$ cat config.mk
export PLATFORM = sky130hd
export DESIGN_NAME = scss_top
export DESIGN_NICKNAME = d
export VERILOG_FILES = /design/src/hw/scss_pkg.sv /design/src/hw/scss_top.sv
export VERILOG_INCLUDE_DIRS = /design/src /design/src/hw
export SDC_FILE = /design/constraint.sdc
export NUM_CORES = 1
export LEC_CHECK = 0
export ABC_AREA = 0
export BUFFER_PORTS_ARGS = -buffer_cell sky130_fd_sc_hd__buf_2
export CORE_MARGIN = 10
export CORE_UTILIZATION = 40
export DETAILED_ROUTE_END_ITERATION = 10
export PLACE_DENSITY = 0.61
export SYNTH_ARGS = -nofsm -noshare
export SYNTH_HDL_FRONTEND = slang
export SYNTH_SLANG_ARGS = --single-unit
$ cat constraint.sdc
create_clock -name mclk -period 1.9 [get_ports mclk]
set_input_delay 0.19 -clock mclk [delete_from_list [all_inputs] [get_ports mclk]]
set_output_delay 0.19 -clock mclk [all_outputs]
set_load 0.05 [all_outputs]
$ cat src/hw/scss_consts.svh
`ifndef SCSS_CONSTS_SVH
`define SCSS_CONSTS_SVH
// ------------------------------------------------
// Register byte offsets
// ------------------------------------------------
`define SCSS_ADDR_CLOCK_SELECT_REG 8'h00
`define SCSS_ADDR_INTCTL 8'h04
`define SCSS_ADDR_EXTCTL 8'h08
// ------------------------------------------------
// Field positions
// ------------------------------------------------
`define SCSS_SEL_BIT 0
`define SCSS_INT_EN_BIT 7
`define SCSS_INT_RDY_BIT 6
`define SCSS_XVALID_BIT 7
`define SCSS_XMODE_LSB 4
// ------------------------------------------------
// Reset values, timing counts and response codes
// ------------------------------------------------
`define SCSS_CLOCK_SELECT_REG_RST 8'h00
`define SCSS_INTCTL_RST 8'hC0
`define SCSS_EXTCTL_RST 8'h00
`define SCSS_IRDY_EDGES 4
`define SCSS_XTAL_SETTLE_EDGES 1024
`define SCSS_RESP_OKAY 2'h0
`define SCSS_RESP_SLVERR 2'h2
`endif

$ cat src/hw/scss_pkg.sv
package scss_pkg;
  // ------------------------------------------------
  // External oscillator modes
  // ------------------------------------------------
  typedef enum logic [2:0] {
    SCSS_XM_OFF = 3'b000,
    SCSS_XM_CMOS = 3'b010,
    SCSS_XM_RC = 3'b100,
    SCSS_XM_CAP = 3'b101,
    SCSS_XM_XTAL = 3'b110,
    SCSS_XM_CERAMIC = 3'b111
  } scss_xmode_t;
  // ------------------------------------------------
  // Clock multiplexer states
  // ------------------------------------------------
  typedef enum logic [1:0] {
    SCSS_MUX_INT = 2'b00,
    SCSS_MUX_EXT = 2'b01
  } scss_mux_t;
  // Software-written control bits
  typedef struct packed {
    logic sel;
    logic int_en;
    logic [1:0] int_div;
    logic [2:0] ext_mode;
    logic [2:0] ext_freq;
  } scss_ctrl_t;
endpackage

$ cat src/hw/scss_top.sv
`timescale 1ns/1ps
`include "scss_consts.svh"
// Overview of operation
// - The system clock moves to the internal source when the select bit is 0 and that source is ready, and to the external source when it is 1 and settled.
// - The external clock stays available to peripherals whichever source drives the system clock.
// - Sources may be switched while running; the select bit takes any value, but the mux moves only to an enabled and settled source.
// - One write to the internal control register sets both the enable and the divider; selection is done in the clock select register.
// - Hardware raises the crystal valid flag once the external source has settled.
// - The external circuit supports crystal, ceramic, capacitor, RC and CMOS clock modes.
// - RC and capacitor modes are treated as needing no settling time.
// - After reset the internal source drives the system clock.
// - The internal path divides by 1, 2, 4 or 8 according to the two-bit divider field.
module scss_top
  import scss_pkg::*;
#(
  parameter int ADDR_W = 8,
  parameter int SETTLE_EDGES = `SCSS_XTAL_SETTLE_EDGES,
  parameter int IRDY_EDGES = `SCSS_IRDY_EDGES
)(
  input wire logic mclk, // 20 MHz system clock
  input wire logic resetn, // Synchronous reset, active low
  input wire logic int_osc_in, // Internal oscillator raw output
  input wire logic osc_pin_in, // External oscillator pin level
  output logic osc_pin_out, // Crystal drive pin
  output logic sysclk_out, // Selected system clock
  output logic ext_clk_out, // External clock for peripherals
  input wire logic s_axi_awvalid, // Write address valid
  output logic s_axi_awready, // Write address ready
  input wire logic [ADDR_W-1:0] s_axi_awaddr, // Write address
  input wire logic s_axi_wvalid, // Write data valid
  output logic s_axi_wready, // Write data ready
  input wire logic [31:0] s_axi_wdata, // Write data
  input wire logic [3:0] s_axi_wstrb, // Write strobes
  output logic s_axi_bvalid, // Write response valid
  input wire logic s_axi_bready, // Write response ready
  output logic [1:0] s_axi_bresp, // Write response
  input wire logic s_axi_arvalid, // Read address valid
  output logic s_axi_arready, // Read address ready
  input wire logic [ADDR_W-1:0] s_axi_araddr, // Read address
  output logic s_axi_rvalid, // Read data valid
  input wire logic s_axi_rready, // Read data ready
  output logic [31:0] s_axi_rdata, // Read data
  output logic [1:0] s_axi_rresp // Read response
);
  // ------------------------------------------------
  // Helpers
  // ------------------------------------------------
  // Tap of the internal divider for a given field value
  function automatic logic div_tap(input logic [1:0] sel, input logic lvl,
                                   input logic [2:0] cnt);
    case (sel)
      2'b11: div_tap = lvl;
      2'b10: div_tap = cnt[0];
      2'b01: div_tap = cnt[1];
      default: div_tap = cnt[2];
    endcase
  endfunction
  // Address decode shared by both paths
  function automatic logic is_mapped(input logic [ADDR_W-1:0] a);
    is_mapped = (a == ADDR_W'(`SCSS_ADDR_CLOCK_SELECT_REG)) || (a == ADDR_W'(`SCSS_ADDR_INTCTL))
             || (a == ADDR_W'(`SCSS_ADDR_EXTCTL));
  endfunction
  // ------------------------------------------------
  // Pin synchronisers
  // ------------------------------------------------
  logic [1:0] int_sync_reg, ext_sync_reg;
  logic int_prev_reg, ext_prev_reg;
  logic int_lvl, ext_lvl, int_rise, ext_rise;
  // Two stages; only the second stage feeds any logic
  always_ff @(posedge mclk)
  begin
    if (!resetn)
    begin
      {int_sync_reg, ext_sync_reg, int_prev_reg, ext_prev_reg} <= 6'h00;
    end
    else
    begin
      int_sync_reg <= {int_sync_reg[0], int_osc_in};
      ext_sync_reg <= {ext_sync_reg[0], osc_pin_in};
      {int_prev_reg, ext_prev_reg} <= {int_sync_reg[1], ext_sync_reg[1]};
    end
  end
  assign int_lvl = int_sync_reg[1];
  assign ext_lvl = ext_sync_reg[1];
  assign int_rise = int_lvl & ~int_prev_reg;
  assign ext_rise = ext_lvl & ~ext_prev_reg;

  // ------------------------------------------------
  // Register bus
  // ------------------------------------------------
  scss_ctrl_t ctrl_reg, ctrl_next;
  logic aw_have_reg, aw_have_next, w_have_reg, w_have_next;
  logic [ADDR_W-1:0] aw_addr_reg, aw_addr_next;
  logic [7:0] w_byte_reg, w_byte_next;
  logic w_lane_reg, w_lane_next;
  logic bvalid_reg, bvalid_next, rvalid_reg, rvalid_next;
  logic awready_reg, awready_next, wready_reg, wready_next, arready_reg, arready_next;
  logic [1:0] bresp_reg, bresp_next, rresp_reg, rresp_next;
  logic [31:0] rdata_reg, rdata_next;
  logic int_rdy_reg, xvalid_reg;
  logic [7:0] rd_byte;
  logic do_write;
  // Accepts address and data in either order; one write and one read at a time
  always_comb
  begin
    ctrl_next = ctrl_reg;
    {aw_have_next, aw_addr_next} = {aw_have_reg, aw_addr_reg};
    {w_have_next, w_byte_next, w_lane_next} = {w_have_reg, w_byte_reg, w_lane_reg};
    {bvalid_next, bresp_next} = {bvalid_reg, bresp_reg};
    {rvalid_next, rresp_next, rdata_next} = {rvalid_reg, rresp_reg, rdata_reg};
    rd_byte = 8'h00;
    if (s_axi_awvalid && awready_reg)
    begin
      aw_have_next = 1'b1;
      aw_addr_next = s_axi_awaddr;
    end
    if (s_axi_wvalid && wready_reg)
    begin
      w_have_next = 1'b1;
      w_byte_next = s_axi_wdata[7:0];
      w_lane_next = s_axi_wstrb[0];
    end
    do_write = aw_have_reg && w_have_reg && !bvalid_reg;
    if (do_write)
    begin
      aw_have_next = 1'b0;
      w_have_next = 1'b0;
      bvalid_next = 1'b1;
      bresp_next = is_mapped(aw_addr_reg) ? `SCSS_RESP_OKAY : `SCSS_RESP_SLVERR;
      if (w_lane_reg)
      begin
        case (aw_addr_reg)
          ADDR_W'(`SCSS_ADDR_CLOCK_SELECT_REG): ctrl_next.sel = w_byte_reg[`SCSS_SEL_BIT];
          // Enable and divider land together; the mux follows once ready
          ADDR_W'(`SCSS_ADDR_INTCTL):
          begin
            ctrl_next.int_en = w_byte_reg[`SCSS_INT_EN_BIT];
            ctrl_next.int_div = w_byte_reg[1:0];
          end
          ADDR_W'(`SCSS_ADDR_EXTCTL):
          begin
            ctrl_next.ext_mode = w_byte_reg[`SCSS_XMODE_LSB+:3];
            ctrl_next.ext_freq = w_byte_reg[2:0];
          end
          default: ctrl_next = ctrl_reg;
        endcase
      end
    end
    if (bvalid_reg && s_axi_bready)
      bvalid_next = 1'b0;
    if (s_axi_arvalid && arready_reg)
    begin
      case (s_axi_araddr)
        ADDR_W'(`SCSS_ADDR_CLOCK_SELECT_REG): rd_byte = {7'h00, ctrl_reg.sel};
        ADDR_W'(`SCSS_ADDR_INTCTL): rd_byte = {ctrl_reg.int_en, int_rdy_reg, 4'h0,
                                               ctrl_reg.int_div};
        ADDR_W'(`SCSS_ADDR_EXTCTL): rd_byte = {xvalid_reg, ctrl_reg.ext_mode, 1'b0,
                                               ctrl_reg.ext_freq};
        default: rd_byte = 8'h00;
      endcase
      rvalid_next = 1'b1;
      rdata_next = {24'h000000, rd_byte};
      rresp_next = is_mapped(s_axi_araddr) ? `SCSS_RESP_OKAY : `SCSS_RESP_SLVERR;
    end
    else if (rvalid_reg && s_axi_rready)
      rvalid_next = 1'b0;
    // Ready drops while a beat is held, which throttles the master
    awready_next = !aw_have_next;
    wready_next = !w_have_next;
    arready_next = !rvalid_next;
  end
  // Bus registers
  always_ff @(posedge mclk)
  begin
    if (!resetn)
    begin
      ctrl_reg <= {1'b0, 1'b1, 2'h0, 3'h0, 3'h0};
      {aw_have_reg, w_have_reg, w_lane_reg, bvalid_reg, rvalid_reg} <= 5'h00;
      {awready_reg, wready_reg, arready_reg} <= 3'h0;
      {aw_addr_reg, w_byte_reg} <= '0;
      {bresp_reg, rresp_reg, rdata_reg} <= 36'h000000000;
    end
    else
    begin
      ctrl_reg <= ctrl_next;
      {aw_have_reg, w_have_reg, w_lane_reg} <= {aw_have_next, w_have_next, w_lane_next};
      {bvalid_reg, rvalid_reg} <= {bvalid_next, rvalid_next};
      {awready_reg, wready_reg, arready_reg} <= {awready_next, wready_next, arready_next};
      {aw_addr_reg, w_byte_reg} <= {aw_addr_next, w_byte_next};
      {bresp_reg, rresp_reg, rdata_reg} <= {bresp_next, rresp_next, rdata_next};
    end
  end
  // ------------------------------------------------
  // Oscillator readiness and internal divider
  // ------------------------------------------------
  logic [15:0] xcnt_reg, xcnt_next;
  logic [3:0] icnt_reg, icnt_next;
  logic [2:0] div_reg, div_next;
  logic int_rdy_next, xvalid_next, ext_on, ext_slow;
  assign ext_on = (ctrl_reg.ext_mode != SCSS_XM_OFF);
  assign ext_slow = (ctrl_reg.ext_mode == SCSS_XM_XTAL) || (ctrl_reg.ext_mode == SCSS_XM_CERAMIC);
  // Resonators count edges to settle; RC, cap and CMOS are usable at once
  always_comb
  begin
    xcnt_next = xcnt_reg;
    xvalid_next = xvalid_reg;
    icnt_next = icnt_reg;
    int_rdy_next = int_rdy_reg;
    div_next = div_reg;
    if (!ext_on)
    begin
      xcnt_next = 16'h0000;
      xvalid_next = 1'b0;
    end
    else if (!ext_slow)
      xvalid_next = 1'b1;
    else if (ext_rise && !xvalid_reg)
    begin
      xcnt_next = xcnt_reg + 16'h0001;
      if (32'(xcnt_reg) + 32'd1 >= SETTLE_EDGES)
        xvalid_next = 1'b1;
    end
    if (!ctrl_reg.int_en)
    begin
      icnt_next = 4'h0;
      int_rdy_next = 1'b0;
    end
    else if (int_rise && !int_rdy_reg)
    begin
      icnt_next = icnt_reg + 4'h1;
      if (32'(icnt_reg) + 32'd1 >= IRDY_EDGES)
        int_rdy_next = 1'b1;
    end
    if (int_rise && ctrl_reg.int_en)
      div_next = div_reg + 3'h1;
  end
  // Readiness registers; internal starts ready, as after reset it runs
  always_ff @(posedge mclk)
  begin
    if (!resetn)
    begin
      {xcnt_reg, icnt_reg, div_reg, xvalid_reg} <= '0;
      int_rdy_reg <= 1'b1;
    end
    else
    begin
      {xcnt_reg, icnt_reg, div_reg} <= {xcnt_next, icnt_next, div_next};
      {xvalid_reg, int_rdy_reg} <= {xvalid_next, int_rdy_next};
    end
  end
  // ------------------------------------------------
  // Glitch-free source multiplexer
  // ------------------------------------------------
  scss_mux_t mux_reg, mux_next;
  logic sys_reg, sys_next, xclk_reg, xclk_next, drv_reg, drv_next;
  logic int_src, ext_src;
  assign int_src = ctrl_reg.int_en & div_tap(ctrl_reg.int_div, int_lvl, div_reg);
  assign ext_src = ext_on & ext_lvl;
  // Hand over only while output and target are both low, so no pulse is cut
  always_comb
  begin
    mux_next = mux_reg;
    case (mux_reg)
      SCSS_MUX_INT:
        if (ctrl_reg.sel && xvalid_reg && !sys_reg && !ext_src)
          mux_next = SCSS_MUX_EXT;
      SCSS_MUX_EXT:
        if (!ctrl_reg.sel && int_rdy_reg && !sys_reg && !int_src)
          mux_next = SCSS_MUX_INT;
      default: mux_next = SCSS_MUX_INT;
    endcase
    sys_next = (mux_reg == SCSS_MUX_EXT) ? ext_src : int_src;
    if (mux_next != mux_reg)
      sys_next = 1'b0;
    xclk_next = ext_src;
    drv_next = ext_slow & ~ext_lvl; // Inverting amplifier drive
  end
  // Mux registers; reset always lands on the internal source
  always_ff @(posedge mclk)
  begin
    if (!resetn)
    begin
      mux_reg <= SCSS_MUX_INT;
      {sys_reg, xclk_reg, drv_reg} <= 3'h0;
    end
    else
    begin
      mux_reg <= mux_next;
      {sys_reg, xclk_reg, drv_reg} <= {sys_next, xclk_next, drv_next};
    end
  end
  // Outputs, all straight from flops
  assign sysclk_out = sys_reg;
  assign ext_clk_out = xclk_reg;
  assign osc_pin_out = drv_reg;
  assign s_axi_awready = awready_reg;
  assign s_axi_wready = wready_reg;
  assign s_axi_bvalid = bvalid_reg;
  assign s_axi_bresp = bresp_reg;
  assign s_axi_arready = arready_reg;
  assign s_axi_rvalid = rvalid_reg;
  assign s_axi_rdata = rdata_reg;
  assign s_axi_rresp = rresp_reg;
endmodule

==> results of run 1 <==
path summary, 6_finish.rpt:
check                                                  from                    endpoint  slack (ns)  cells after the start
worst max register to register  aw_addr_reg[5]$_SDFFE_PN0P_    ctrl_reg[3]$_SDFFE_PN0P_        0.16                      5
worst min register to register   int_sync_reg[0]$_SDFF_PN0_  int_sync_reg[1]$_SDFF_PN0_        0.44                      1
worst max-delay path            aw_addr_reg[5]$_SDFFE_PN0P_    ctrl_reg[3]$_SDFFE_PN0P_        0.16                      5
worst min-delay path                             int_osc_in  int_sync_reg[0]$_SDFF_PN0_        0.06                      2
cells in the mapped netlist, drive strengths merged, types with 2 or more instances:
master	n	area, um^2
o21ai	4	20.0
ha	5	62.6
mux2i	13	130
and2	11	68.8
nor4	3	40.0
a22oi	7	52.6
o21a	3	22.5
nand4	12	75.1
nor3b	3	22.5
and3	2	12.5
xnor2	10	87.6
nor2	34	128
nand2b	4	25.0
or3b	2	17.5
nand3	27	135
nor2b	21	131
or3	3	18.8
xor2	13	114
buf	30	224
nor3	6	30.0
a21boi	18	135
clkbuf	15	56.3
nand2	44	165
dfxtp	78	1560
a21oi	9	45.0
cell families (layout without fill, tap and decap cells):
family | after synthesis | after routing | share of synthesized area
AND/OR/NAND/NOR | 176 | 176 | 0.258
buffers and inverters | 46 | 72 | 0.0813
multiplexers | 14 | 14 | 0.0437
adder cells (fa/ha/maj) | 5 | 5 | 0.0179
XOR/XNOR | 23 | 23 | 0.0577
other | 1 | 28 | 0.00107
AO/OA/AOI/OAI | 47 | 47 | 0.0931
flip-flops | 78 | 78 | 0.447
layout make-up:
class                           count  area, um^2
Fill cell                         885        4630
Multi-Input combinational cell    293        1760
Sequential cell                    78        1560
Timing Repair Buffer               55         290
Clock buffer                       12         145
Tap cell                          108         135
Clock inverter                      4        70.1
Inverter                            1        3.75
metal layers:
layer,global-route usage,vias to the layer above
li1,-,1361
met2,0.182,66
met3,0.0493,7
met4,0.0338,0
met1,0.141,1222
met5,0,-
stage by stage:
step / power, W / hold WS, ns
floorplan: 0.00203 / 0.317
global placement: 0.00205 / 0.398
detailed placement: 0.00205 / 0.407
CTS: 0.00341 / 0.0393
global route: 0.00351 / 0.0399
finish: 0.00337 / 0.0556
power by group through the flow:
stage	Combinational, W	Clock [W]	Sequential, W
3_5_place_dp	0.000310	0	0.00174
6_report	0.000311	0.00135	0.00171
4_1_cts	0.000311	0.00139	0.00171
5_1_grt	0.000339	0.00146	0.00171
2_1_floorplan	0.000265	0	0.00176
3_3_place_gp	0.000307	0	0.00174
==> metrics.md, run 1 <==
| Metric | Value |
|---|---|
| Max Used Layer | met4 |
| CP arrival | 1.98 ns |
| GPL Wtd Cong | 0.816 |
| Area after DPL | 3740 um^2 |
| Pin count of the biggest net entering global routing | 41 |
| DP HPWL | 5390 um |
| Die area | 12900 um^2 |
| CP peak stage delay | 0.57 ns |
| Clock buffer depth | 2 |
| Final net count | 504 |
| Iter 0 DRT Violations | 72 |
| # rows | 34 |
| Max-cap violations | 0 |
| Post-cts resize count | 0 |
| Mean Syn Cell Area | 8.96 um^2 |
| Chip height | 113 um |
| Hold WC Path Type | input pin to flip-flop |
| Worst setup SP type | flip-flop |
| Ports | 105 |
| Peak VDD IR | 0.446 mV |
| Clock slew at reported path FFs | 0.08 ns |
| Max reg flops | 16 |
| Sw frac | 0.250 |
| CP max FO | 6 |
| LEAKAGE | 1.63 nW |
| Area grow syn2layout | 13.5% |
| Initial antenna violation count | 0 |
| CTS Buf Count | 9 |
| Synthesized area | 3490 um^2 |
| WL met3 | 545 um |
| Tcrit/Tclk final | 0.917 |
| First-pass iteration count of the detailed router | 4 |
| Worst relative slew slack | 0.640 |
| RSZ-0062 raised after global routing | false |
| Vias per inst | 4.82 |
| Syn Inst Count | 390 |
| Clk network pwr share | 0.401 |
| Unique masters post-synth | 43 |
| Asr flop ratio synth | 0 |
| Post-CTS Setup Bufs | 0 |
| Outcome | finished clean |
| Pre-CTS setup slack | 0.151 ns |
| Max Freq | 574 MHz |
| Final core utilization | 0.461 |
| Commonest cells after routing, fill and taps aside | dfxtp_1 (78), buf_2 (49), nand2_1 (44), nor2_1 (34), conb_1 (28) |
| IO buf count | 49 |
| Final worst slack | 0.158 ns |
| Power density over cell area | 849 nW/um^2 |
| Clock latency at the later pin of the worst-skew pair | 0.34 ns |
| Commonest non-fill, non-tap cell in the layout | dfxtp_1 |
| Flop pwr share | 0.507 |
| Final Max Tran Viols | 0 |
| Final number of setup-violating endpoints | 0 |
| Int Pwr | 0.00253 W |
| GRT Overall Usage | 0.116 |
| TritonCTS clock tree | done |
| Yosys reg bits | 78 |
| CTS Sinks | 78 |
| Final ANT Viol Nets | 0 |
| Cell breakdown of the critical path | nor4_4, nand4_1, or3b_1, mux2i_1, nor2b_1 |
| CTS root buf | clkbuf_8 |
| Grt total ovfl | 0 |
| Vias | 2656 |
| Initial Util | 0.407 |
| Met2 routed WL | 3260 um |
| Slowest-stage cell, CP | or3b_1 |
| Chip width | 113 um |
| WP buf/inv | 0 |
| Min Clock Period, post-route | 1.74 ns |
| Ant. Diodes | 0 |
| Sequential element share of the synthesized area | 0.447 |
| Drt wl/cell | 13.2 um |
| Combinational group share of total power | 0.092 |
| Post-layout instance area | 3960 um^2 |
| P_sw | 0.000842 W |
| Worst EP required | 2.14 ns |
| Htree depth | 3 |
| CP endpoint kind | flip-flop |
| Top FF cell, synth | dfxtp_1 |
| Residual DRC | 0 |
| Total wire length | 7260 um |
| Slew @ Worst Pin | 0.539 ns |
| Final Hold Vio Count | 0 |
| CP delay by family, top | simple AND/OR/NAND/NOR gates |
| Syn. warnings | 0 |
| Number of synthesized flops with an enable pin | 0 |
| Setup TNS | 0 ns |
| Placed Cells | 535 |
| Layout cell share with drive strength beyond 1 | 0.163 |
| Hold Buf Count CTS | 0 |
| Global-route wire length before repair | 12700 um |
| Met1 Wirelength | 3390 um |
| Vias in the first global route | 2695 |
| Layout Skew | 0.00573 ns |
| Fin cells | 551 |
| Worst setup path class | flip-flop to flip-flop |
| CORE AREA | 8590 um^2 |
Power figures use the tool's default switching activity.
==> inputs of run 2 (changes only) <==
==> constraint.sdc (replaced) <==
create_clock -name mclk -period 1.7 [get_ports mclk]
set_input_delay 0.17 -clock mclk [delete_from_list [all_inputs] [get_ports mclk]]
set_output_delay 0.17 -clock mclk [all_outputs]
set_load 0.05 [all_outputs]
==> run 2 against run 1 <==
Cell count is 1.6% higher. Critical path depth unchanged. Count of clock-buffer cells in the layout decreased by 2. Via count grew 1.2%. Clock skew increased by 0.0047 ns. First-iteration DRC count rose by 13%. Worst setup slack worse by 0.13 ns. Final area is 2.8% higher. Non-clock buffer count grew 9. Largest cell class unchanged. Largest power group unchanged.
==> metrics.md, run 2 (synthesis results as in run 1) <==
| Metric | Value |
|---|---|
| CORE AREA | 8590 um^2 |
| R2r setup slk | 0.03 ns |
| Layout Skew | 0.0105 ns |
| P_sw | 0.000961 W |
| Combinational group share of total power | 0.096 |
| Max Freq | 600 MHz |
| FF-to-FF path depth | 5 |
| Clock slew at reported path FFs | 0.08 ns |
| IO buf count | 49 |
| Min Clock Period, post-route | 1.67 ns |
| First-pass iteration count of the detailed router | 4 |
| Chip height | 113 um |
| Vias in the first global route | 2747 |
| Max reg flops | 16 |
| Tcrit/Tclk final | 0.981 |
| GPL Wtd Cong | 0.773 |
| Int Pwr | 0.00279 W |
| GRT Overall Usage | 0.112 |
| Hold EP | int_sync_reg[0]$_SDFF_PN0_ |
| Max-cap violations | 0 |
| Final net count | 513 |
| Final core utilization | 0.474 |
| Clock buffer depth | 2 |
| Final ANT Viol Nets | 0 |
| Final Hold Vio Count | 0 |
| CTS root buf | clkbuf_8 |
| Worst reg2reg path startpoint | aw_addr_reg[1]$_SDFFE_PN0P_ |
| Initial antenna violation count | 0 |
| Worst setup path class | flip-flop to flip-flop |
| RSZ-0062 raised after global routing | true |
| Setup TNS | 0 ns |
| Max Used Layer | met4 |
| Layout cell share with drive strength beyond 1 | 0.204 |
| Fin cells | 560 |
| Area grow syn2layout | 16.6% |
| Drt wl/cell | 12.9 um |
| Total wire length | 7210 um |
| Final number of setup-violating endpoints | 0 |
| Final hold slack | 0.0227 ns |
| LEAKAGE | 1.68 nW |
| Slowest-stage cell, CP | or3b_4 |
| Vias | 2687 |
| CP endpoint kind | flip-flop |
| Chip width | 113 um |
| CP peak stage delay | 0.48 ns |
| Post-CTS Setup Bufs | 0 |
| Peak VDD IR | 0.460 mV |
| Pin count of the biggest net entering global routing | 32 |
| Grt total ovfl | 0 |
| Outcome | finished clean |
| Final Max Tran Viols | 0 |
| Worst EP required | 1.94 ns |
| Placed Cells | 544 |
| Hold Buf Count CTS | 0 |
| Vias per inst | 4.80 |
| Worst relative slew slack | 0.666 |
| Power density over cell area | 920 nW/um^2 |
| Hold Path Depth | 2 |
| Clock latency at the later pin of the worst-skew pair | 0.35 ns |
| TritonCTS clock tree | done |
| Cell breakdown of the critical path | nor4_4, nand4_1, or3b_4, mux2i_1, nor2b_1 |
| CP arrival | 1.90 ns |
| Residual DRC | 0 |
| Ant. Diodes | 0 |
| DP HPWL | 5380 um |
| Met1 Wirelength | 3440 um |
| Worst setup SP type | flip-flop |
| Iter 0 DRT Violations | 81 |
| Sw frac | 0.256 |
| Critical register-to-register path endpoint | ctrl_reg[4]$_SDFFE_PN0P_ |
| CTS Sinks | 78 |
| # fillers | 880 |
| HP Start | int_osc_in |
| Ports | 105 |
| Initial Util | 0.407 |
| Commonest cells after routing, fill and taps aside | dfxtp_1 (75), buf_2 (49), nand2_1 (43), nor2_1 (33), conb_1 (28) |
| WL met3 | 537 um |
| Hold WC Path Type | input pin to flip-flop |
| Global-route wire length before repair | 12200 um |
| Slew @ Worst Pin | 0.502 ns |
| Clk network pwr share | 0.398 |
| CTS Buf Count | 9 |
| # rows | 34 |
| CP max FO | 6 |
| Die area | 12900 um^2 |
| Pwr Total | 0.00375 W |
| Htree depth | 3 |
| Met2 routed WL | 3130 um |
| Flop pwr share | 0.507 |
| Commonest non-fill, non-tap cell in the layout | dfxtp_1 |
[run 2: power groups by stage]
stage / clock network, W / logic, W / registers, W
after floorplan: 0 / 0.000296 / 0.00197
after global placement: 0 / 0.000354 / 0.00194
after detailed placement: 0 / 0.000357 / 0.00194
after CTS: 0.00154 / 0.000358 / 0.00190
after global routing: 0.00162 / 0.000386 / 0.00191
final: 0.00149 / 0.000358 / 0.00190
[run 2: worst max-delay path by stage]
stage | startpoint | endpoint | slack (ns) | cells after the start
6_report | aw_addr_reg[1]$_SDFFE_PN0P_ | ctrl_reg[4]$_SDFFE_PN0P_ | 0.03 | 5
5_1_grt | aw_addr_reg[1]$_SDFFE_PN0P_ | ctrl_reg[3]$_SDFFE_PN0P_ | -0.04 | 5
4_1_cts | aw_addr_reg[5]$_SDFFE_PN0P_ | ctrl_reg[4]$_SDFFE_PN0P_ | 0.03 | 5
3_5_place_dp | aw_addr_reg[5]$_SDFFE_PN0P_ | ctrl_reg[4]$_SDFFE_PN0P_ | -0.05 | 5
3_3_place_gp | aw_addr_reg[5]$_SDFFE_PN0P_ | ctrl_reg[3]$_SDFFE_PN0P_ | -0.008 | 5
2_1_floorplan | s_axi_bvalid$_SDFFE_PP0P_ | ctrl_reg[4]$_SDFFE_PN0P_ | 0.02 | 7
[run 2: final cells by class]
| cell class | instances | area (um^2) | share of cell area |
|---|---|---|---|
| inverters | 1 | 3.75 | 0.000921 |
| clock buffers | 10 | 128 | 0.0313 |
| clock inverters | 6 | 86.3 | 0.0212 |
| multi-input cells | 293 | 1780 | 0.438 |
| well taps | 108 | 135 | 0.0332 |
| flip-flops and latches | 78 | 1570 | 0.385 |
| repair buffers | 64 | 370 | 0.0909 |
[run 2: per-stage QoR]
step	instance area (um^2)	worst slack [ns]
after floorplan	3600	0.0150
after global placement	3820	-0.00776
after detailed placement	3820	-0.0549
after CTS	4040	0.0274
after global routing	4070	-0.0388
final	4070	0.0323
[run 2: worst max-delay path: cells and delay by family, from the launching register on]
family	cells	cell delay [ns]
and+or+nand+nor	4	1.01
DFF	1	0.34
muxes	1	0.20
[run 2: what timing repair did]
action | CTS | global route
setup endpoints to repair | 6 | 11
pin swaps | 0 | 3
resized for setup | 1 | 9
hold endpoints to repair | 0 | 0
[run 2: metal layers]
layer / GRT usage / vias to the layer above
li1: - / 1382
met1: 0.131 / 1229
met2: 0.174 / 65
met3: 0.0446 / 11
met4: 0.0541 / 0
met5: 0 / -
==> inputs of run 3 (changes only) <==
--- a/config.mk
+++ b/config.mk
@@ -11,7 +11,8 @@
 export CORE_MARGIN = 10
 export CORE_UTILIZATION = 40
 export DETAILED_ROUTE_END_ITERATION = 10
-export PLACE_DENSITY = 0.61
+export PLACE_DENSITY = 0.67
+export SLEW_MARGIN = 10
 export SYNTH_ARGS = -nofsm -noshare
 export SYNTH_HDL_FRONTEND = slang
 export SYNTH_SLANG_ARGS = --single-unit
==> run 3 against run 2 <==
Clock power shrank 7%. Non-clock buffer count down 1. Routed wire length shrank 2.0%. Hold slack about the same. Critical path depth unchanged. Count of clock-buffer cells in the layout unchanged. Utilization decreased by 0.36 points. Die area stayed put. Global-route usage increased by 0.14 points. Sequential cell count unchanged.
==> metrics.md, run 3 (synthesis results as in run 1) <==
| Metric | Value |
|---|---|
| Outcome | finished clean |
| Sw frac | 0.272 |
| Max reg flops | 16 |
| Worst EP required | 1.94 ns |
| CTS Buf Count | 9 |
| TritonCTS clock tree | done |
| DP HPWL | 5270 um |
| Flop pwr share | 0.522 |
| Peak VDD IR | 0.493 mV |
| Area grow syn2layout | 15.7% |
| GRT Overall Usage | 0.113 |
| Initial antenna violation count | 0 |
| Min Clock Period, post-route | 1.62 ns |
| Hold WC Path Type | input pin to flip-flop |
| Grt total ovfl | 0 |
| Commonest cells after routing, fill and taps aside | dfxtp_1 (75), buf_2 (49), nand2_1 (43), nor2_1 (33), conb_1 (28) |
| Final number of setup-violating endpoints | 0 |
| Max-cap violations | 0 |
| Final core utilization | 0.470 |
| Iter 0 DRT Violations | 141 |
| Final Max Tran Viols | 0 |
| Pin count of the biggest net entering global routing | 35 |
| Worst setup SP type | flip-flop |
| Layout Skew | 0.0118 ns |
| IO buf count | 49 |
| Htree depth | 3 |
| Vias in the first global route | 2638 |
| # rows | 34 |
| Die area | 12900 um^2 |
| P_sw | 0.000990 W |
| Clk network pwr share | 0.380 |
| Power density over cell area | 901 nW/um^2 |
| Total wire length | 7070 um |
| Global-route wire length before repair | 12200 um |
| CP endpoint kind | flip-flop |
| Hold Path Depth | 2 |
| CP arrival | 1.86 ns |
| Clock latency at the later pin of the worst-skew pair | 0.36 ns |
| Ports | 105 |
| Clock buffer depth | 2 |
| CP max FO | 6 |
| GPL Wtd Cong | 0.780 |
| Residual DRC | 0 |
| LEAKAGE | 1.66 nW |
| First-pass iteration count of the detailed router | 4 |
| Commonest non-fill, non-tap cell in the layout | dfxtp_1 |
| Final ANT Viol Nets | 0 |
| Max Freq | 617 MHz |
| Worst setup path class | flip-flop to flip-flop |
| Vias | 2662 |
| Clock slew at reported path FFs | 0.09 ns |
| RSZ-0062 raised after global routing | true |
| Tcrit/Tclk final | 0.953 |
| Chip width | 113 um |
| Final Hold Vio Count | 0 |
| Combinational group share of total power | 0.099 |
| Layout cell share with drive strength beyond 1 | 0.197 |
| CORE AREA | 8590 um^2 |
| Int Pwr | 0.00265 W |
| CTS root buf | clkbuf_8 |
| Final net count | 512 |
| FF-to-FF path depth | 5 |
| Ant. Diodes | 0 |
| Hold Buf Count CTS | 0 |
| Vias per inst | 4.76 |
| Drt wl/cell | 12.6 um |
| Setup TNS | 0 ns |
| Chip height | 113 um |
| CTS Sinks | 78 |
| Initial Util | 0.407 |
==> run 3: layout make-up <==
type,instances,area [um^2]
clock inverters,6,70.1
multi-input cells,293,1780
clock buffers,10,128
fillers,816,4550
inverters,1,3.75
repair buffers,63,363
well taps,108,135
flip-flops and latches,78,1570
==> run 3: path summary, 6_finish.rpt <==
kind,from,end,slack [ns]
setup / recovery,aw_addr_reg[1]$_SDFFE_PN0P_,ctrl_reg[0]$_SDFFE_PN0P_,0.08
hold / removal,int_osc_in,int_sync_reg[0]$_SDFF_PN0_,0.02
setup reg to reg,aw_addr_reg[1]$_SDFFE_PN0P_,ctrl_reg[0]$_SDFFE_PN0P_,0.08
hold reg to reg,int_sync_reg[0]$_SDFF_PN0_,int_sync_reg[1]$_SDFF_PN0_,0.44
==> run 3: timing repair <==
item / 4_1_cts / 5_1_grt
gates resized for setup: 1 / 7
pin swaps: 0 / 3
setup buffers: 0 / 0
cloned: 0 / 0
setup endpoints to repair: 6 / 11
==> run 3: per-layer routing <==
metal	GRT usage	share of wire	up-vias
met5	0	0	-
met4	0.0440	0.016	0
met3	0.0520	0.079	10
met2	0.176	0.44	66
met1	0.133	0.46	1203
li1	-	-	1383
==> run 3: stage by stage <==
stage / hold WS (ns) / worst slack [ns] / std cells / area [um^2] / power (W)
2_1_floorplan: 0.297 / 0.0150 / 417 / 3600 / 0.00226
3_3_place_gp: 0.377 / -0.00743 / 543 / 3820 / 0.00229
3_5_place_dp: 0.385 / -0.0268 / 543 / 3820 / 0.00230
4_1_cts: 0.00818 / 0.0324 / 559 / 4020 / 0.00368
5_1_grt: 0.00431 / -0.0406 / 559 / 4040 / 0.00380
6_report: 0.0229 / 0.0803 / 559 / 4040 / 0.00364
==> run 3: power groups by stage <==
stage / Sequential (W) / Combinational (W) / Clock (W)
after floorplan: 0.00197 / 0.000296 / 0
after global placement: 0.00194 / 0.000353 / 0
after detailed placement: 0.00194 / 0.000357 / 0
after CTS: 0.00190 / 0.000358 / 0.00142
after global routing: 0.00191 / 0.000392 / 0.00150
final: 0.00190 / 0.000359 / 0.00138
==> run 3: critical path, stage by stage (launching register included) <==
cell and delay [ns]:
dfxtp_2 0.34, nor4_4 0.28, nand4_1 0.17, or3b_4 0.47
mux2i_1 0.18, nor2b_1 0.06
